==> src/rtl/mvic_pkg.sv <==
// Package of constants and types for the multilevel vectored interrupt controller.
package mvic_pkg;

	// Number of interrupt sources and vectors.
	localparam int NUM_SRC = 31;
	localparam int NUM_VEC = 10;
	localparam int VEC_W   = 4;

	// Source bit positions, grouped by the vector that they share.
	localparam int SRC_EXT0      = 0;
	localparam int SRC_EXT1      = 1;
	localparam int SRC_EXT2      = 2;
	localparam int SRC_TMR0_LOW  = 3;
	localparam int SRC_EXT4      = 4;
	localparam int SRC_IR_FIRST  = 5;
	localparam int SRC_EXT3      = 6;
	localparam int SRC_BASE_TMR  = 7;
	localparam int SRC_EXT5      = 8;
	localparam int SRC_IR_SECOND = 9;
	localparam int SRC_TMR0_HIGH = 10;
	localparam int SRC_EXT6      = 11;
	localparam int SRC_TMR1_LOW  = 12;
	localparam int SRC_TMR1_HIGH = 13;
	localparam int SRC_EXT7      = 14;
	localparam int SRC_SYNC_SER1 = 15;
	localparam int SRC_UART1_RX  = 16;
	localparam int SRC_UART2_RX  = 17;
	localparam int SRC_TMR8_LOW  = 18;
	localparam int SRC_TMR8_HIGH = 19;
	localparam int SRC_SYNC_SER2 = 20;
	localparam int SRC_UART1_TX  = 21;
	localparam int SRC_UART2_TX  = 22;
	localparam int SRC_ADC       = 23;
	localparam int SRC_MIC       = 24;
	localparam int SRC_TMR6      = 25;
	localparam int SRC_TMR7      = 26;
	localparam int SRC_PWM4      = 27;
	localparam int SRC_PWM5      = 28;
	localparam int SRC_PORT0     = 29;
	localparam int SRC_TMR45     = 30;

	// Vector index of each source; index 0 is the smallest vector address.
	localparam logic [NUM_SRC*VEC_W-1:0] SRC_VEC_MAP = {
		4'h9, 4'h9,
		4'h8, 4'h8, 4'h8, 4'h8, 4'h8, 4'h8,
		4'h7, 4'h7, 4'h7,
		4'h6, 4'h6, 4'h6, 4'h6, 4'h6,
		4'h5, 4'h5, 4'h5,
		4'h4, 4'h4,
		4'h3, 4'h3, 4'h3, 4'h3,
		4'h2, 4'h2, 4'h2, 4'h2,
		4'h1, 4'h0
	};

	// Vector addresses of the ten vectors.
	localparam logic [19:0] VEC_BASE_ADDR = 20'h0_0003;
	localparam logic [19:0] VEC_ADDR_STEP = 20'h0_0008;

	// Vectors that may use the highest level instead of high.
	localparam logic [NUM_VEC-1:0] VEC_TOP_CAPABLE = 10'h003;

	// Reset value of the per-vector level select: every vector at low.
	localparam logic [NUM_VEC-1:0] LEVEL_SEL_RESET = 10'h000;

	// Priority levels, ordered so that a larger code is a higher level.
	typedef enum logic [1:0] {
		MVIC_LVL_NONE    = 2'b00,
		MVIC_LVL_LOW     = 2'b01,
		MVIC_LVL_HIGH    = 2'b10,
		MVIC_LVL_HIGHEST = 2'b11
	} mvic_level_type;

	// Standby modes of the core.
	typedef enum logic [1:0] {
		MVIC_RUN       = 2'b00,
		MVIC_HALT      = 2'b01,
		MVIC_HOLD      = 2'b10,
		MVIC_XTAL_HOLD = 2'b11
	} mvic_mode_type;

endpackage

==> src/rtl/mvic_arbiter.sv <==
// Combinational arbiter that picks the winning vector among pending requests.
`timescale 1ns/1ps
module mvic_arbiter
	import mvic_pkg::*;
#(
	parameter int VECS = NUM_VEC
) (
	input  wire logic [VECS-1:0]   vec_req,
	input  wire logic [2*VECS-1:0] vec_level,
	input  wire logic [1:0]        level_in_service,
	output logic                   win_valid,
	output logic [VEC_W-1:0]       win_vec,
	output logic [1:0]             win_level
);

	initial begin
		if (VECS < 1 || VECS > 16) begin
			$error("mvic_arbiter: VECS out of range");
		end
	end

	// Scan from the largest vector down so the smallest index at the best level ends up held.
	always_comb begin
		win_valid = 1'b0;
		win_vec   = '0;
		win_level = 2'b00;
		for (int v = VECS - 1; v >= 0; v--) begin
			// Only strictly higher levels than the one in service may compete.
			if (vec_req[v] && vec_level[2*v +: 2] > level_in_service &&
				vec_level[2*v +: 2] >= win_level) begin
				win_valid = 1'b1;
				win_vec   = VEC_W'(v);
				win_level = vec_level[2*v +: 2];
			end
		end
	end

endmodule

==> src/rtl/mvic_ctrl.sv <==
// Top of the multilevel vectored interrupt controller with standby wake logic.
//
// Behaviour
// - Three levels: highest above high above low.
// - Refuse requests not above level in service.
// - Simultaneous requests: highest level wins.
// - Same level: smallest vector address wins.
// - Thirty-one sources ORed onto ten vectors.
// - Fourth vector: irq three, base timer, irq five, receiver.
// - Seventh vector: serial one, UART receivers, timer eight.
// - Eighth vector: serial two, UART transmitters.
// - Readable list of flags that caused branch.
// - Halt ends on reset or acceptable interrupt.
// - Hold ends on irq zero-two, four, five levels or port.
// - Crystal hold also wakes on base timer, receiver.
// - Entering hold stops all system oscillators.
`timescale 1ns/1ps
module mvic_ctrl
	import mvic_pkg::*;
#(
	parameter int SRCS = NUM_SRC,
	parameter int VECS = NUM_VEC,
	parameter int DEPTH = 3
) (
	input  wire logic               ref_clk,
	input  wire logic               rst_n,
	input  wire logic [SRCS-1:0]    src_flag,
	input  wire logic [VECS-1:0]    level_sel_high,
	input  wire logic               core_ack,
	input  wire logic               core_return,
	input  wire logic [VEC_W-1:0]   list_vec_sel,
	input  wire logic               halt_enter,
	input  wire logic               hold_enter,
	input  wire logic               xtal_hold_enter,
	input  wire logic [7:0]         port0_irq,
	output logic                    irq_req,
	output logic [19:0]             irq_vec_addr,
	output logic [1:0]              irq_level,
	output logic [1:0]              level_in_service,
	output logic [SRCS-1:0]         vector_source_flag_list,
	output logic [1:0]              standby_mode,
	output logic                    osc_main_run,
	output logic                    osc_xtal_run,
	output logic                    core_wake
);

	initial begin
		if (SRCS != NUM_SRC || VECS != NUM_VEC || DEPTH < 1 || DEPTH > 3) begin
			$error("mvic_ctrl: unsupported parameter values");
		end
	end

	// Returns the vector index that a given source belongs to.
	function automatic logic [VEC_W-1:0] src_vec(input int s);
		src_vec = SRC_VEC_MAP[s*VEC_W +: VEC_W];
	endfunction

	// Level code of a vector from its one select bit.
	function automatic logic [1:0] vec_lvl(input int v, input logic sel);
		if (!sel) begin
			vec_lvl = MVIC_LVL_LOW;
		end else if (VEC_TOP_CAPABLE[v]) begin
			vec_lvl = MVIC_LVL_HIGHEST;
		end else begin
			vec_lvl = MVIC_LVL_HIGH;
		end
	endfunction

	logic [VECS-1:0]   vec_req;        // ORed request per vector.
	logic [2*VECS-1:0] vec_level;      // Level of every vector.
	logic              win_valid;      // Some vector may be taken now.
	logic [VEC_W-1:0]  win_vec;        // Winning vector.
	logic [1:0]        win_level;      // Level of the winning vector.
	logic [1:0]        lvl_stack [DEPTH]; // Levels of nested services, top at index 0.
	logic [VEC_W-1:0]  pend_vec;       // Vector presented to the core.
	logic [1:0]        mode;           // Current standby mode.
	logic              accept;         // Core takes the presented request.
	logic              hold_wake;      // Wake events for either hold mode.
	logic              xtal_wake;      // Extra wake events in crystal hold.

	// Each source feeds the request of its own vector; the flag itself is the pending state.
	always_comb begin
		vec_req = '0;
		for (int s = 0; s < SRCS; s++) begin
			if (src_flag[s]) begin
				vec_req[src_vec(s)] = 1'b1;
			end
		end
	end

	// Level assignment per vector.
	always_comb begin
		vec_level = '0;
		for (int v = 0; v < VECS; v++) begin
			vec_level[2*v +: 2] = vec_lvl(v, level_sel_high[v]);
		end
	end

	// Arbitration among vectors, gated by the level in service.
	mvic_arbiter #(
		.VECS(VECS)
	) u_arb (
		.vec_req         (vec_req),
		.vec_level       (vec_level),
		.level_in_service(lvl_stack[0]),
		.win_valid       (win_valid),
		.win_vec         (win_vec),
		.win_level       (win_level)
	);

	// A request is accepted whenever it is presented and the core acks it.
	assign accept = irq_req && core_ack;

	// Wake conditions: edge/level detection of pins is done before the flags reach this block.
	assign hold_wake = src_flag[SRC_EXT0] | src_flag[SRC_EXT1] | src_flag[SRC_EXT2] |
		src_flag[SRC_EXT4] | src_flag[SRC_EXT5] | (|port0_irq);
	assign xtal_wake = src_flag[SRC_BASE_TMR] | src_flag[SRC_IR_FIRST] | src_flag[SRC_IR_SECOND];

	// Presentation to the core. The request drops for one cycle after an accept and stays low outside run mode.
	always_ff @(posedge ref_clk or negedge rst_n) begin
		if (!rst_n) begin
			irq_req      <= 1'b0;
			irq_vec_addr <= 20'h0_0000;
			irq_level    <= 2'b00;
			pend_vec     <= '0;
		end else begin
			irq_req      <= win_valid && !accept && mode == MVIC_RUN;
			irq_vec_addr <= VEC_BASE_ADDR + 20'(win_vec) * VEC_ADDR_STEP;
			irq_level    <= win_level;
			pend_vec     <= win_vec;
		end
	end

	// Nesting stack of service levels; a return pops one level.
	always_ff @(posedge ref_clk or negedge rst_n) begin
		if (!rst_n) begin
			for (int i = 0; i < DEPTH; i++) begin
				lvl_stack[i] <= MVIC_LVL_NONE;
			end
		end else if (accept && irq_level > lvl_stack[0]) begin
			lvl_stack[0] <= irq_level;
			for (int i = 1; i < DEPTH; i++) begin
				lvl_stack[i] <= lvl_stack[i-1];
			end
		end else if (core_return) begin
			for (int i = 0; i < DEPTH - 1; i++) begin
				lvl_stack[i] <= lvl_stack[i+1];
			end
			lvl_stack[DEPTH-1] <= MVIC_LVL_NONE;
		end
	end

	// Snapshot of the flags of the taken vector, or of the vector that software selects.
	always_ff @(posedge ref_clk or negedge rst_n) begin
		if (!rst_n) begin
			vector_source_flag_list <= '0;
			level_in_service        <= 2'b00;
		end else begin
			for (int s = 0; s < SRCS; s++) begin
				vector_source_flag_list[s] <= src_flag[s] &&
					src_vec(s) == (accept ? pend_vec : list_vec_sel);
			end
			level_in_service <= lvl_stack[0];
		end
	end

	// Standby mode sequencing; hold wins over halt when both are asked at once.
	always_ff @(posedge ref_clk or negedge rst_n) begin
		if (!rst_n) begin
			mode <= MVIC_RUN; // Reset also ends every standby mode.
		end else begin
			case (mode)
				MVIC_RUN: begin
					if (xtal_hold_enter) begin
						mode <= MVIC_XTAL_HOLD;
					end else if (hold_enter) begin
						mode <= MVIC_HOLD;
					end else if (halt_enter) begin
						mode <= MVIC_HALT;
					end
				end
				MVIC_HALT: begin
					// Any interrupt that could be accepted ends halt.
					if (win_valid) begin
						mode <= MVIC_RUN;
					end
				end
				MVIC_HOLD: begin
					if (hold_wake) begin
						mode <= MVIC_RUN;
					end
				end
				MVIC_XTAL_HOLD: begin
					if (hold_wake || xtal_wake) begin
						mode <= MVIC_RUN;
					end
				end
				default: begin
					mode <= MVIC_RUN;
				end
			endcase
		end
	end

	// Oscillator controls follow the mode one cycle later; crystal stays alive in crystal hold.
	always_ff @(posedge ref_clk or negedge rst_n) begin
		if (!rst_n) begin
			standby_mode <= MVIC_RUN;
			osc_main_run <= 1'b1;
			osc_xtal_run <= 1'b1;
			core_wake    <= 1'b0;
		end else begin
			standby_mode <= mode;
			osc_main_run <= mode != MVIC_HOLD && mode != MVIC_XTAL_HOLD;
			osc_xtal_run <= mode != MVIC_HOLD;
			core_wake    <= standby_mode != MVIC_RUN && mode == MVIC_RUN;
		end
	end

	// Levels are nested strictly upward.
	a_nest_strict: assert property (@(posedge ref_clk) disable iff (!rst_n)
		(accept && irq_level > lvl_stack[0]) |=> lvl_stack[0] > lvl_stack[1])
		else $error("nested level not above previous");

	// A presented request always outranks the level in service.
	a_req_above_service: assert property (@(posedge ref_clk) disable iff (!rst_n)
		(irq_req && !$past(core_return)) |-> irq_level > $past(lvl_stack[0]))
		else $error("request not above service level");

	// The winner's level is not below that of an eligible request on vector 0.
	a_best_level: assert property (@(posedge ref_clk) disable iff (!rst_n)
		win_valid |-> (win_level >= vec_level[1:0] || !vec_req[0] || vec_level[1:0] <= lvl_stack[0]))
		else $error("lower level won arbitration");

	// Ties go to the smaller vector.
	a_tie_small: assert property (@(posedge ref_clk) disable iff (!rst_n)
		(win_valid && vec_req[0] && vec_level[1:0] == win_level) |-> win_vec == 0)
		else $error("tie not resolved to smallest vector");

	// Fourth vector is requested by its base timer.
	a_vec_four_map: assert property (@(posedge ref_clk) disable iff (!rst_n)
		src_flag[SRC_BASE_TMR] |-> vec_req[3])
		else $error("base timer not on fourth vector");

	// Serial and UART groups reach their vectors.
	a_serial_map: assert property (@(posedge ref_clk) disable iff (!rst_n)
		(src_flag[SRC_UART2_RX] |-> vec_req[6]) and (src_flag[SRC_UART1_TX] |-> vec_req[7]))
		else $error("serial source on wrong vector");

	// First two vectors never run at the plain high level.
	a_top_only: assert property (@(posedge ref_clk) disable iff (!rst_n)
		vec_level[1:0] != MVIC_LVL_HIGH && vec_level[3:2] != MVIC_LVL_HIGH)
		else $error("first vectors at high level");

	// Hold stops the main oscillators within two cycles of entry.
	a_hold_osc_off: assert property (@(posedge ref_clk) disable iff (!rst_n)
		(mode == MVIC_HOLD) |=> !osc_main_run && !osc_xtal_run)
		else $error("oscillators run in hold");

	// Hold wake returns to run on the next edge.
	a_hold_wake: assert property (@(posedge ref_clk) disable iff (!rst_n)
		(mode == MVIC_HOLD && hold_wake) |=> mode == MVIC_RUN)
		else $error("hold not ended by wake");

	// Crystal hold also ends on the base timer.
	a_xtal_wake: assert property (@(posedge ref_clk) disable iff (!rst_n)
		(mode == MVIC_XTAL_HOLD && src_flag[SRC_BASE_TMR]) |=> mode == MVIC_RUN)
		else $error("crystal hold not ended by timer");

	// Halt ends on a pending interrupt.
	a_halt_wake: assert property (@(posedge ref_clk) disable iff (!rst_n)
		(mode == MVIC_HALT && win_valid) |=> mode == MVIC_RUN)
		else $error("halt not ended by interrupt");

	// A pending flag with a free level is presented within two cycles while running.
	a_pending_kept: assert property (@(posedge ref_clk) disable iff (!rst_n)
		(mode == MVIC_RUN && win_valid && !core_ack && !core_return && !halt_enter && !hold_enter
		&& !xtal_hold_enter)[*2] |-> irq_req)
		else $error("pending request dropped");

	// Flag list shows the selected vector's sources.
	a_list_shows: assert property (@(posedge ref_clk) disable iff (!rst_n)
		(!accept && src_flag[SRC_EXT0] && list_vec_sel == 0) |=> vector_source_flag_list[SRC_EXT0])
		else $error("flag list missing source");

endmodule

==> config.mk <==
export PLATFORM = sky130hd
export DESIGN_NAME = mvic_ctrl
export DESIGN_NICKNAME = d
export VERILOG_FILES = /design/src/rtl/mvic_pkg.sv /design/src/rtl/mvic_arbiter.sv /design/src/rtl/mvic_ctrl.sv
export SDC_FILE = /design/constraint.sdc
export NUM_CORES = 1
export LEC_CHECK = 0
export BUFFER_PORTS_ARGS = -buffer_cell sky130_fd_sc_hd__clkbuf_2
export CAP_MARGIN = 15
export CORE_MARGIN = 3
export CORE_UTILIZATION = 56
export DETAILED_ROUTE_END_ITERATION = 8
export GPL_TIMING_DRIVEN = 0
export PLACE_DENSITY = 0.93
export SETUP_SLACK_MARGIN = 0.3
export SYNTH_ARGS = -nofsm -noshare
export SYNTH_HDL_FRONTEND = slang
export SYNTH_HIERARCHICAL = 1
export SYNTH_SLANG_ARGS = --single-unit
==> constraint.sdc <==
create_clock -name ref_clk -period 13.53 [get_ports ref_clk]
set_input_delay 1.353 -clock ref_clk [delete_from_list [all_inputs] [get_ports ref_clk]]
set_output_delay 1.353 -clock ref_clk [all_outputs]
set_load 0.005 [all_outputs]
# Word level (Yosys, flattened, before mapping)

Index checks and enable logic that the tools add are counted.

Flip-flop bits (word level): 61
Input port bits: 60
Output and inout bits: 61
Word-level logic and storage cells: 207

Add/sub/neg operators: 1
Order comparisons: 21
Equal/unequal tests: 18
Muxes and demuxes: 81
Bitwise logic cells: 7
Reduce and logical (&&, ||, !) cells: 65

Operator list:

| operator            | number |
|---|---|
| $logic_and 1x1->1   | 57 |
| $mux 2              | 26 |
| $mux 4              | 11 |
| $mux 1              | 41 |
| $gt 2x2->1          | 11 |
| $ge 2x2->1          | 9 |
| $eq 3x4->1 const A  | 4 |
| $mux 6              | 2 |
| $ne 2x2->1 const B  | 5 |
| $add 2x7->8 const A | 1 |
| $eq 2x4->1 const A  | 2 |
| $eq 4x4->1 const A  | 2 |
| $pmux 2 s4          | 1 |
| $reduce_or 8->1     | 1 |
| $or 1x1->1          | 7 |
| $eq 1x4->1 const A  | 1 |
| $eq 2x2->1 const B  | 2 |
| $logic_not 4->1     | 1 |
| $ne 4x4->1 const B  | 1 |
| $reduce_and 4->1    | 1 |
| $reduce_bool 2->1   | 2 |
| $eq 2x1->1 const B  | 1 |
| $ge 2x1->1 const B  | 1 |
| $logic_not 2->1     | 1 |
| other kinds (2)     | 2 |

# Logic depth before layout (Yosys ltp)

Gate-level depths: netlist (run 1).

Depth after elaboration: 35
Gate-level depth with buffers: 65
Depth with buffers taken out: 64

# Cells and area by module

The synthesis (run 1) kept the hierarchy.

By module, submodules not included:

| module       | times used | cells each | area an instance (µm²) | sequential area each (µm²) |
|---|---|---|---|---|
| mvic_ctrl    | 1          | 185        | 2388.5                 | 1353.8 |
| mvic_arbiter | 1          | 179        | 1345.0                 | 0.0 |

# Least setup slack after synthesis (run 1)

OpenSTA, ideal clock, no wires.

Path kind: input -> register
Start: input level_sel_high[9]
End: register irq_level[0]
Setup time: 127 ps
Data arrival time: 9809 ps
Data required time: 13403 ps
Slack: 3593 ps
Stages: 48
Buffers on the path: 1
Path through: ha_1 nor2b_2 o2111a_1 ha_1 nand2b_1 a21o_1 and2_1 a21o_1 ha_1 nand2b_1 o221a_2 o21ai_1 o21ba_2 nand2_1 o21ai_0 ha_1 nand2b_1 a21oi_1 [... 12 more ...] a21oi_2 nor2_1 a221oi_1 nand2b_1 ha_1 nand2b_1 a221oi_2 nor2_1 nor2_1 a21oi_1 ha_1 nand2b_1 o21ai_0 a21oi_2 o21a_2 nor4_1 o41ai_2 mux2_1

Cells in the longest elaborated chain, start to end: 32
Elaborated cells on any way between the ends: 33
Classes of those cells: 11 x order compare; 11 x mux; 11 x reduce/logical

RTL lines:

| element                        | line               | RTL |
|---|---|---|
| start, declared                | mvic_ctrl.sv:28    | `input wire logic [VECS-1:0] level_sel_high,` |
| $mux 2 *                       | mvic_ctrl.sv:60    | `if (!sel) begin` |
| $gt 2x2->1                     | mvic_arbiter.sv:29 | `if (vec_req[v] && vec_level[2*v +: 2] > level_in_service &&` |
| $logic_and 1x1->1 (2 in a row) | mvic_arbiter.sv:29 |  |
| $mux 2 *                       | mvic_arbiter.sv:29 |  |
| $ge 2x2->1                     | mvic_arbiter.sv:30 | `vec_level[2*v +: 2] >= win_level) begin` |
| $logic_and 1x1->1              | mvic_arbiter.sv:29 |  |
| $mux 2 *                       | mvic_arbiter.sv:29 |  |
| $ge 2x2->1                     | mvic_arbiter.sv:30 |  |
| [... 16 more ...]              | n/a                |  |
| $mux 2 *                       | mvic_arbiter.sv:29 |  |
| $ge 2x2->1                     | mvic_arbiter.sv:30 |  |
| $logic_and 1x1->1              | mvic_arbiter.sv:29 |  |
| $mux 2 *                       | mvic_arbiter.sv:29 |  |
| $ge 2x2->1                     | mvic_arbiter.sv:30 |  |
| $logic_and 1x1->1              | mvic_arbiter.sv:29 |  |
| $mux 2 *                       | mvic_arbiter.sv:29 |  |
| named net win_level[0]         | mvic_ctrl.sv:73    | `logic [1:0] win_level;` |
| end signal, assigned           | mvic_ctrl.sv:129   | `irq_level <= win_level;` |
| end, declared                  | mvic_ctrl.sv:38    | `output logic [1:0] irq_level,` |

The timed path passes the listed nets; every way through them passes the cells marked *.
A chain may end at the register's enable or synchronous reset.

# Final worst setup path (run 1)

Ends and elaborated chain as after synthesis.

==> results of run 1 <==
## cells in the final DEF (no fill, tap or decap), types with 11 or more instances in the layout
cell | Yosys | layout
clkbuf_2 | 0 | 104
dfrtp_1 | 52 | 52
ha_1 | 36 | 36
inv_1 | 29 | 29
nand2_1 | 28 | 28
nor3b_1 | 21 | 21
nor2_1 | 20 | 20
conb_1 | 2 | 19
buf_4 | 17 | 17
nor2b_1 | 16 | 16
nand2b_1 | 11 | 11
## logic make-up after synthesis
logic type,synth area share (%)
DFF,36.3
AOI/OAI and AO/OA,17.3
other,0.201
buffers and inverters,6.84
and+or+nand+nor,24.5
adders and majority gates,12.1
muxes,2.88
## worst max-delay path, delay by kind of cell
kind / cells / cell delay, ns
AO/OA/AOI/OAI: 21 / 4.04
adder cells (fa/ha/maj): 8 / 2.09
buffers and inverters: 2 / 0.27
multiplexers: 1 / 0.31
AND/OR/NAND/NOR: 17 / 2.99
## final cells by class
type                       instances  share of cell area, %
buffer                            20                   3.24
clock buffer                       5                   1.52
clock inverter                     3                  0.470
inverter                          29                   2.41
multi-input combinational        278                   48.4
sequential                        54                   29.9
tap                               77                   2.13
timing repair buffer             105                   11.9
## metrics by stage
stage / hold WS [ns] / cell area (um2) / std cells / setup slack, ns
global placement: 0.398 / 4410 / 562 / 2.90
CTS: 0.429 / 4520 / 571 / 2.79
detailed placement: 0.413 / 4430 / 563 / 2.50
finish: 0.434 / 4520 / 571 / 2.64
global route: 0.457 / 4520 / 571 / 1.81
floorplan: 0.374 / 3800 / 381 / 3.59
## flip-flops by register name (all words and copies together), names as in the netlist, 2 cells and up
name and flops:
pend_vec 4, standby_mode 2, vector_source_flag_list 31, irq_level 2, level_in_service 2, lvl_stack 6
mode 2
## power by group through the flow
stage	Clock, mW	Sequential [mW]	Combinational (mW)
4_1_cts	0.0906	0.224	0.481
6_report	0.0901	0.225	0.490
2_1_floorplan	0	0.221	0.356
3_3_place_gp	0	0.223	0.448
3_5_place_dp	0	0.227	0.474
5_1_grt	0.0962	0.229	0.551
## final timing paths
kind | to | depth (start not counted) | slack [ns] | startpoint
worst max-delay path | irq_level[0] | 49 | 2.64 | level_sel_high[9]
worst min-delay path | level_in_service[1] | 0 | 0.43 | lvl_stack[5]
worst max register to register | irq_level[0] | 49 | 2.96 | lvl_stack[5]
worst min register to register | level_in_service[1] | 0 | 0.43 | lvl_stack[5]
max in group asynchronous | irq_vec_addr[1] | 2 | 11.88 | rst_n
min in group asynchronous | core_wake | 1 | 1.06 | rst_n
## per-layer routing
layer  vias up  track usage [%]  share of wire [%]  wire length, um
met3        24             3.20                7.1              683
met5         -                0                  0                0
li1       1535                -                  -                -
met4         0             12.0                2.7              257
met1      1572             28.2                 38             3640
met2       161             46.6                 52             5020
==> metrics.yaml, run 1 <==
setup_path:
  critPathMostFrequentCell: "nand2b_1"
  cpPeakStageDelay_ns: 0.47
  worstPathRequired_ns: 13.72
  critPathKind: "in2reg"
  cpMaxStageDelayCell: "nor4_1"
  endpoint_kind: "register"
  crit_arrival_ns: 11.09
  worst_setup_path_start_kind: "input port"
  cp_max_fo: 7
synth:
  ys_top_cells_by_area: "dfrtp_1, ha_1, nor3b_1"
  yosysSeqAreaShare_pct: 36.3
  yosys.area.top_type_share_pct: 34.9
  yosys-top-cells-count: "dfrtp_1, ha_1, inv_1"
  yosysMostFrequentCell: "dfrtp_1"
  syn_area_mm2: 0.00373
  synth_ff_type: "dfrtp_1"
  yosysTopAreaCell: "dfrtp_1"
  avgSynthCellArea_um2: 10.3
  syn_inst: 364
  synth_edf_count: 0
  ys_seq_elements: 54
  ys_types: 65
  ys_async_sr_fraction_pct: 100
  yosysWarnings: 6
cts:
  cts.sinks: 54
  cts_resized: 0
  cts_root_buffer: "clkbuf_8"
  numCtsBuffers: 5
  clkLatencyLatePin_ns: 0.31
  cts_buffer_depth: 2
  cts_hold_buf: 0
  htreeDepth: 2
  tritoncts: "yes"
  cts.clk_slew.worst_paths_ns: 0.10
  cts_setup_buffers: 0
sta:
  layout_min_cycle_time_ns: 10.89
  rsz0062_at_grt: "false"
  slew_headroom_pct: 54.2
  setup_tns_ns: 0
  fmax_ghz: 0.0918
  setup_violations: 0
  finalHoldViolCount: 0
  fin_crit_sh_pct: 80.5
  fin_skew_ns: 0.00780
  tightest_slew_ns: 0.687
  slew_viol_final: 0
power:
  p_int_mw: 0.448
  cellLeakagePower_nw: 2.38
  comb_power_share_pct: 60.9
  ir_worst_vdd_v: 0.0000699
  seqPwrFrac_pct: 28.0
  p_sw_mw: 0.357
  total_power_mw: 0.805
  swShare_pct: 44.4
  p_per_area_mw_per_mm2: 178
  clkPwrFrac_pct: 11.2
global_routing:
  grt_pass1_vias: 3315
  grt_max_degree: 29
  overflow: 0
  track_usage_pct: 25.1
  antenna_found_initial: 0
  grt_pass1_wl_um: 15300
status:
  status: "finished, final reports clean"
place:
  hpwl_um: 7570
  gp_congestion: 0.838
  io_buffers: 104
detailed_routing:
  routed_wirelength_um: 9590
  route.detailed.drc: 0
  detail-route-antenna-nets: 0
  vias_per_cell: 5.77
  drtIter0Drc: 189
  dr.pass1.iters: 4
  wire_per_inst_um: 16.8
  via_count: 3292
floorplan:
  floorplan.rows: 29
  start_util_pct: 58.1
  core-area_mm2: 0.00642
  fp.dieArea_mm2: 0.00768
  die_h_um: 87.7
  io_pins: 121
  die_x_um: 87.7
layout:
  seq_area_mm2: 0.00135
  antenna_cells: 0
  drive_above_1_share_pct: 36.0
  multi_input_area_mm2: 0.00219
  area_growth_pct: 21.2
  fill_cells: 435
  final_nets: 589
  postLayoutCoreUtil_pct: 70.4
min_path:
  hold_class: "reg2reg"
job:
  maxCapViolations: 0
Note: power is estimated with default switching activity, not from simulation.
==> run 2, diff against run 1 <==
--- a/config.mk
+++ b/config.mk
@@ -8,10 +8,10 @@
 export BUFFER_PORTS_ARGS = -buffer_cell sky130_fd_sc_hd__clkbuf_2
 export CAP_MARGIN = 15
 export CORE_MARGIN = 3
-export CORE_UTILIZATION = 56
+export CORE_UTILIZATION = 47
 export DETAILED_ROUTE_END_ITERATION = 8
 export GPL_TIMING_DRIVEN = 0
-export PLACE_DENSITY = 0.93
+export PLACE_DENSITY = 0.84
 export SETUP_SLACK_MARGIN = 0.3
 export SYNTH_ARGS = -nofsm -noshare
 export SYNTH_HDL_FRONTEND = slang
==> constraint.sdc (replaced) <==
create_clock -name ref_clk -period 9.1 [get_ports ref_clk]
set_input_delay 0.91 -clock ref_clk [delete_from_list [all_inputs] [get_ports ref_clk]]
set_output_delay 0.91 -clock ref_clk [all_outputs]
set_load 0.005 [all_outputs]
==> metrics.yaml, run 2 (synthesis results as in run 1) <==
setup_path:
  crit_arrival_ns: 9.08  # -2.01 ns
  critPathKind: "in2reg"
  worst_setup_path_start_kind: "input port"
  endpoint_kind: "register"
  worstPathRequired_ns: 9.30  # -4.42 ns
  cpMaxStageDelayCell: "nor4b_4"
  cp_max_fo: 4  # -3
  cpPeakStageDelay_ns: 0.32  # -0.15 ns
  critPathMostFrequentCell: "nand2b_4"
place:
  hpwl_um: 7540  # -0.32%
  io_buffers: 104  # unchanged
  pre_cts_ws_ns: -0.547  # -3.04 ns
  gp_congestion: 0.821  # -2.0%
cts:
  cts.clk_slew.worst_paths_ns: 0.10  # about the same
  numCtsBuffers: 5  # unchanged
  cts.sinks: 54  # unchanged
  cts_buffer_depth: 2  # unchanged
  cts_root_buffer: "clkbuf_8"
  clkLatencyLatePin_ns: 0.31  # about the same
  htreeDepth: 2  # unchanged
  tritoncts: "yes"
power:
  ir_worst_vdd_v: 0.000158  # +130%
  p_int_mw: 0.967  # +120%
  cellLeakagePower_nw: 2.67  # +12%
  swShare_pct: 42.4  # -1.9 points
  p_sw_mw: 0.713  # +100%
  p_per_area_mw_per_mm2: 322  # +81%
  clkPwrFrac_pct: 8.5  # -2.7 points
  seqPwrFrac_pct: 19.9  # -8.1 points
  comb_power_share_pct: 71.5  # +11 points
layout:
  postLayoutCoreUtil_pct: 69.6  # -0.80 points
  antenna_cells: 0  # unchanged
  area_growth_pct: 39.6
  reg_top3: "vector_source_flag_list (31), lvl_stack (6), pend_vec (4)"
  top_register: "vector_source_flag_list"
  final_nets: 623  # +5.8%
  final_common_cell: "clkbuf_2"
  final_cell_mix: "clkbuf_2, dfrtp_1, buf_4, ha_1, inv_1"
  largest_register_ffs: 31  # unchanged
  fill_cells: 510  # +17%
  drive_above_1_share_pct: 48.1  # +12 points
global_routing:
  grt_pass1_wl_um: 15300  # +0.22%
  met3_usage_pct: 2.37  # -0.83 points
  antenna_found_initial: 0  # unchanged
  track_usage_pct: 21.6  # -3.5 points
  use_met1_pct: 23.9  # -4.3 points
  grt_max_degree: 33  # +14%
  top_usage_layer: "met2"
  overflow: 0  # unchanged
  grt_pass1_vias: 3350  # +1.1%
  grt_use_met2_pct: 41.6  # -4.9 points
detailed_routing:
  vias_per_cell: 5.44  # -5.7%
  via_count: 3408  # +3.5%
  dr.pass1.iters: 4  # unchanged
  wire_per_inst_um: 17.0  # +1.0%
  detail-route-antenna-nets: 0  # unchanged
  drtIter0Drc: 196  # +3.7%
  routed_wirelength_um: 10600  # +11%
  route.detailed.drc: 0  # unchanged
floorplan:
  floorplan.rows: 31  # +6.9%
  die_h_um: 95.1  # +8.5%
  io_pins: 121  # unchanged
  start_util_pct: 49.9  # -8.3 points
  fp.dieArea_mm2: 0.00905  # +18%
  die_x_um: 95.1  # +8.5%
  core-area_mm2: 0.00749  # +17%
status:
  status: "finished, final reports clean"
sta:
  layout_min_cycle_time_ns: 8.88
  rsz0062_at_grt: "true"
  setup_violations: 0  # unchanged
  worst_slack_ns: 0.220  # -2.42 ns
  fmax_ghz: 0.113
  slew_headroom_pct: 60.0  # +5.7 points
  tightest_slew_ns: 0.601  # -0.0861 ns
  fin_crit_sh_pct: 97.6
  finalHoldViolCount: 0  # unchanged
  slew_viol_final: 0  # unchanged
  whs_ns: 0.468  # +0.0340 ns
  fin_skew_ns: 0.00786  # +0.0000574 ns
min_path:
  hold_class: "reg2reg"
job:
  maxCapViolations: 0  # unchanged
## run 2: cell count changes in the layout (fill, tap and decap cells not counted), moves of 3 or more
cell      previous run  this run
nor2_4               0         4
ha_1                36        32
ha_4                 0         4
buf_4               17        50
a21oi_4              0         3
a21oi_1             10         5
o21ai_0             10         6
nand2b_4             0         9
nor2_1              20        15
nand2b_1            11         2
## run 2: per-stage QoR
stage / setup TNS [ns] / cell area (um2) / total power [mW] / instances
6_report: 0 / 5210 / 1.68 / 627
5_1_grt: -0.197 / 5210 / 1.79 / 627
4_1_cts: 0 / 5010 / 1.50 / 613
3_5_place_dp: -2.15 / 4710 / 1.22 / 585
3_3_place_gp: -0.778 / 4690 / 1.18 / 584
2_1_floorplan: 0 / 4050 / 1.04 / 381
## run 2: metal layers
layer  vias to the layer above  routed length, um
li1                       1605                  -
met1                      1618               4080
met2                       153               5480
met3                        32                697
met4                         0                395
met5                         -                  0
## run 2: what timing repair did
item                                    in CTS  in global routing
setup buffers                               20                 14
pin swaps                                   24                 31
resized for setup                           14                 19
endpoints found under the setup margin       7                  7
hold buffers                                 0                  0
endpoints found under the hold margin        0                  0
## run 2: worst paths after layout
kind,endpoint,from,cells after the start,slack [ns]
worst max-delay path,irq_level[0],level_sel_high[9],49,0.22
worst min-delay path,level_in_service[1],lvl_stack[5],0,0.47
worst max register to register,irq_level[0],lvl_stack[5],49,0.33
worst min register to register,level_in_service[1],lvl_stack[5],0,0.47
max in group asynchronous,osc_xtal_run,rst_n,2,7.89
min in group asynchronous,core_wake,rst_n,1,0.58
## run 2: power by group through the flow
stage / Combinational [mW] / Clock (mW) / Sequential, mW
5_1_grt: 1.30 / 0.151 / 0.340
4_1_cts: 1.02 / 0.144 / 0.333
3_3_place_gp: 0.852 / 0 / 0.332
2_1_floorplan: 0.707 / 0 / 0.329
6_report: 1.20 / 0.143 / 0.335
3_5_place_dp: 0.886 / 0 / 0.336
## run 2: final cells by class
cell class | count | area (um2) | share of cell area (%)
inverter | 29 | 113 | 2.16
clock buffer | 6 | 82.6 | 1.58
multi-input combinational | 278 | 2560 | 49.0
buffer | 20 | 158 | 3.02
tap | 99 | 124 | 2.38
sequential | 54 | 1360 | 26.0
clock inverter | 2 | 16.3 | 0.312
timing repair buffer | 139 | 810 | 15.5
## run 2: worst max-delay path: cells and delay by family
family | cells | cell delay, ns
AOI/OAI and AO/OA | 21 | 3.13
adders and majority gates | 8 | 2.12
buffers and inverters | 2 | 0.22
muxes | 1 | 0.27
and+or+nand+nor | 17 | 2.40
==> run 3, diff against run 2 <==
--- a/config.mk
+++ b/config.mk
@@ -8,10 +8,10 @@
 export BUFFER_PORTS_ARGS = -buffer_cell sky130_fd_sc_hd__clkbuf_2
 export CAP_MARGIN = 15
 export CORE_MARGIN = 3
-export CORE_UTILIZATION = 47
+export CORE_UTILIZATION = 45
 export DETAILED_ROUTE_END_ITERATION = 8
 export GPL_TIMING_DRIVEN = 0
-export PLACE_DENSITY = 0.84
+export PLACE_DENSITY = 0.81
 export SETUP_SLACK_MARGIN = 0.3
 export SYNTH_ARGS = -nofsm -noshare
 export SYNTH_HDL_FRONTEND = slang
==> metrics.yaml, run 3 (synthesis results as in run 1) <==
global_routing:
  track_usage_pct: 20.4  # -1.2 points
  antenna_found_initial: 0  # unchanged
  overflow: 0  # unchanged
  grt_pass1_wl_um: 15800  # +3.0%
  grt_pass1_vias: 3362  # +0.36%
  grt_max_degree: 32  # -3.0%
floorplan:
  floorplan.rows: 32  # +3.2%
  die_h_um: 97.1  # +2.1%
  io_pins: 121  # unchanged
  start_util_pct: 47.3  # -2.5 points
  fp.dieArea_mm2: 0.00943  # +4.2%
  die_x_um: 97.1  # +2.1%
  core-area_mm2: 0.00789  # +5.4%
detailed_routing:
  route.detailed.drc: 0  # unchanged
  dr.pass1.iters: 4  # unchanged
  vias_per_cell: 5.36  # -1.3%
  via_count: 3358  # -1.5%
  routed_wirelength_um: 9940  # -6.7%
  detail-route-antenna-nets: 0  # unchanged
  wire_per_inst_um: 15.9  # -6.5%
  drtIter0Drc: 135  # -31%
place:
  io_buffers: 104  # unchanged
  gp_congestion: 0.880  # +7.1%
  hpwl_um: 7680  # +1.8%
  place_inst: 588  # +0.51%
layout:
  final_cells: 626  # -0.16%
  reg_top3: "vector_source_flag_list (31), lvl_stack (6), pend_vec (4)"
  top_register: "vector_source_flag_list"
  postLayoutCoreUtil_pct: 65.4  # -4.3 points
  final_nets: 619  # -0.64%
  final_common_cell: "clkbuf_2"
  largest_register_ffs: 31  # unchanged
  antenna_cells: 0  # unchanged
  drive_above_1_share_pct: 47.1  # -0.97 points
  area_growth_pct: 38.1
  final_cell_mix: "clkbuf_2, dfrtp_1, buf_4, ha_1, inv_1"
setup_path:
  cp_max_fo: 7  # +3
  crit_arrival_ns: 9.12  # +0.04 ns
  rr_worst_depth: 49  # unchanged
  regToRegSetupSlack_ns: 0.27  # -0.06 ns
  endpoint_kind: "register"
  cpMaxStageDelayCell: "ha_1"
  r2r_end: "irq_level[0]"
  critPathKind: "in2reg"
  r2r-start: "lvl_stack[5]"
  worstPathRequired_ns: 9.30  # about the same
  cpPeakStageDelay_ns: 0.31  # about the same
  critPathMostFrequentCell: "nand2b_4"
  worst_setup_path_start_kind: "input port"
cts:
  cts.sinks: 54  # unchanged
  cts_hold_buf: 0  # unchanged
  clkLatencyLatePin_ns: 0.30  # about the same
  tritoncts: "yes"
  htreeDepth: 2  # unchanged
  cts_root_buffer: "clkbuf_8"
  cts.clk_slew.worst_paths_ns: 0.10  # about the same
  cts_buffer_depth: 2  # unchanged
  numCtsBuffers: 5  # unchanged
sta:
  slew_headroom_pct: 58.6  # -1.4 points
  finalHoldViolCount: 0  # unchanged
  setup_violations: 0  # unchanged
  tightest_slew_ns: 0.622  # +0.0208 ns
  fin_crit_sh_pct: 98.1  # +0.48 points
  fin_skew_ns: 0.00717  # -0.000690 ns
  whs_ns: 0.482  # +0.0138 ns
  rsz0062_at_grt: "true"
  layout_min_cycle_time_ns: 8.92  # +0.0438 ns
  slew_viol_final: 0  # unchanged
  fmax_ghz: 0.112  # -0.49%
power:
  cellLeakagePower_nw: 2.65  # -0.89%
  p_per_area_mw_per_mm2: 313  # -2.8%
  ir_worst_vdd_v: 0.000133  # -15%
min_path:
  whs_endpoint: "level_in_service[1]"
  hold_class: "reg2reg"
  whs_path_depth: 0  # unchanged
  hold_start: "lvl_stack[5]"
status:
  status: "finished, final reports clean"
job:
  maxCapViolations: 0  # unchanged
-- run 3: timing repair --
item                       in CTS  in global routing
pin swaps                      15                 30
setup endpoints to repair       7                  7
setup buffers                  15                 15
gates resized for setup        11                 17
-- run 3: worst max path at each step --
| stage | slack [ns] | cells after the start | from | end |
|---|---|---|---|---|
| 2_1_floorplan | 0.21 | 50 | level_sel_high[9] | irq_level[0] |
| 3_3_place_gp | -0.34 | 50 | level_sel_high[9] | irq_level[0] |
| 3_5_place_dp | -0.53 | 50 | level_sel_high[9] | irq_level[0] |
| 4_1_cts | 0.31 | 51 | level_sel_high[9] | irq_level[0] |
| 5_1_grt | -0.13 | 49 | level_sel_high[9] | irq_level[0] |
| 6_report | 0.18 | 49 | level_sel_high[9] | irq_level[0] |
-- run 3: power breakdown --
group / switching (mW) / internal [mW]
Combinational: 0.553 / 0.596
Sequential: 0.0408 / 0.291
Clock: 0.0790 / 0.0551
Total: 0.673 / 0.942
-- run 3: cell type report --
class                      instances  area [um2]
fill                             583        2730
multi-input combinational        278        2540
buffer                            20         158
clock inverter                     3        23.8
timing repair buffer             135         776
inverter                          29         113
clock buffer                       5        68.8
sequential                        54        1360
tap                              102         128
-- run 3: per-stage QoR --
| step | cell area [um2] | power, mW | worst slack, ns | setup TNS (ns) |
|---|---|---|---|---|
| CTS | 4960 | 1.48 | 0.306 | 0 |
| floorplan | 4050 | 1.04 | 0.211 | 0 |
| finish | 5160 | 1.62 | 0.177 | 0 |
| global placement | 4700 | 1.19 | -0.340 | -0.915 |
| detailed placement | 4720 | 1.23 | -0.528 | -1.95 |
| global route | 5160 | 1.74 | -0.131 | -0.199 |
-- run 3: layer usage --
metal / vias up / global-route usage [%] / part of all wire [%]
met5: - / 0 / 0
met4: 0 / 7.13 / 2.6
met3: 24 / 3.73 / 6.6
met2: 137 / 36.4 / 51
met1: 1602 / 24.5 / 40
li1: 1595 / - / -
-- run 3: critical path, delay by kind of cell --
| kind | cells | cell delay [ns] |
|---|---|---|
| AOI/OAI and AO/OA | 21 | 3.18 |
| adders and majority gates | 8 | 2.10 |
| buffers and inverters | 2 | 0.22 |
| muxes | 1 | 0.26 |
| and+or+nand+nor | 17 | 2.42 |
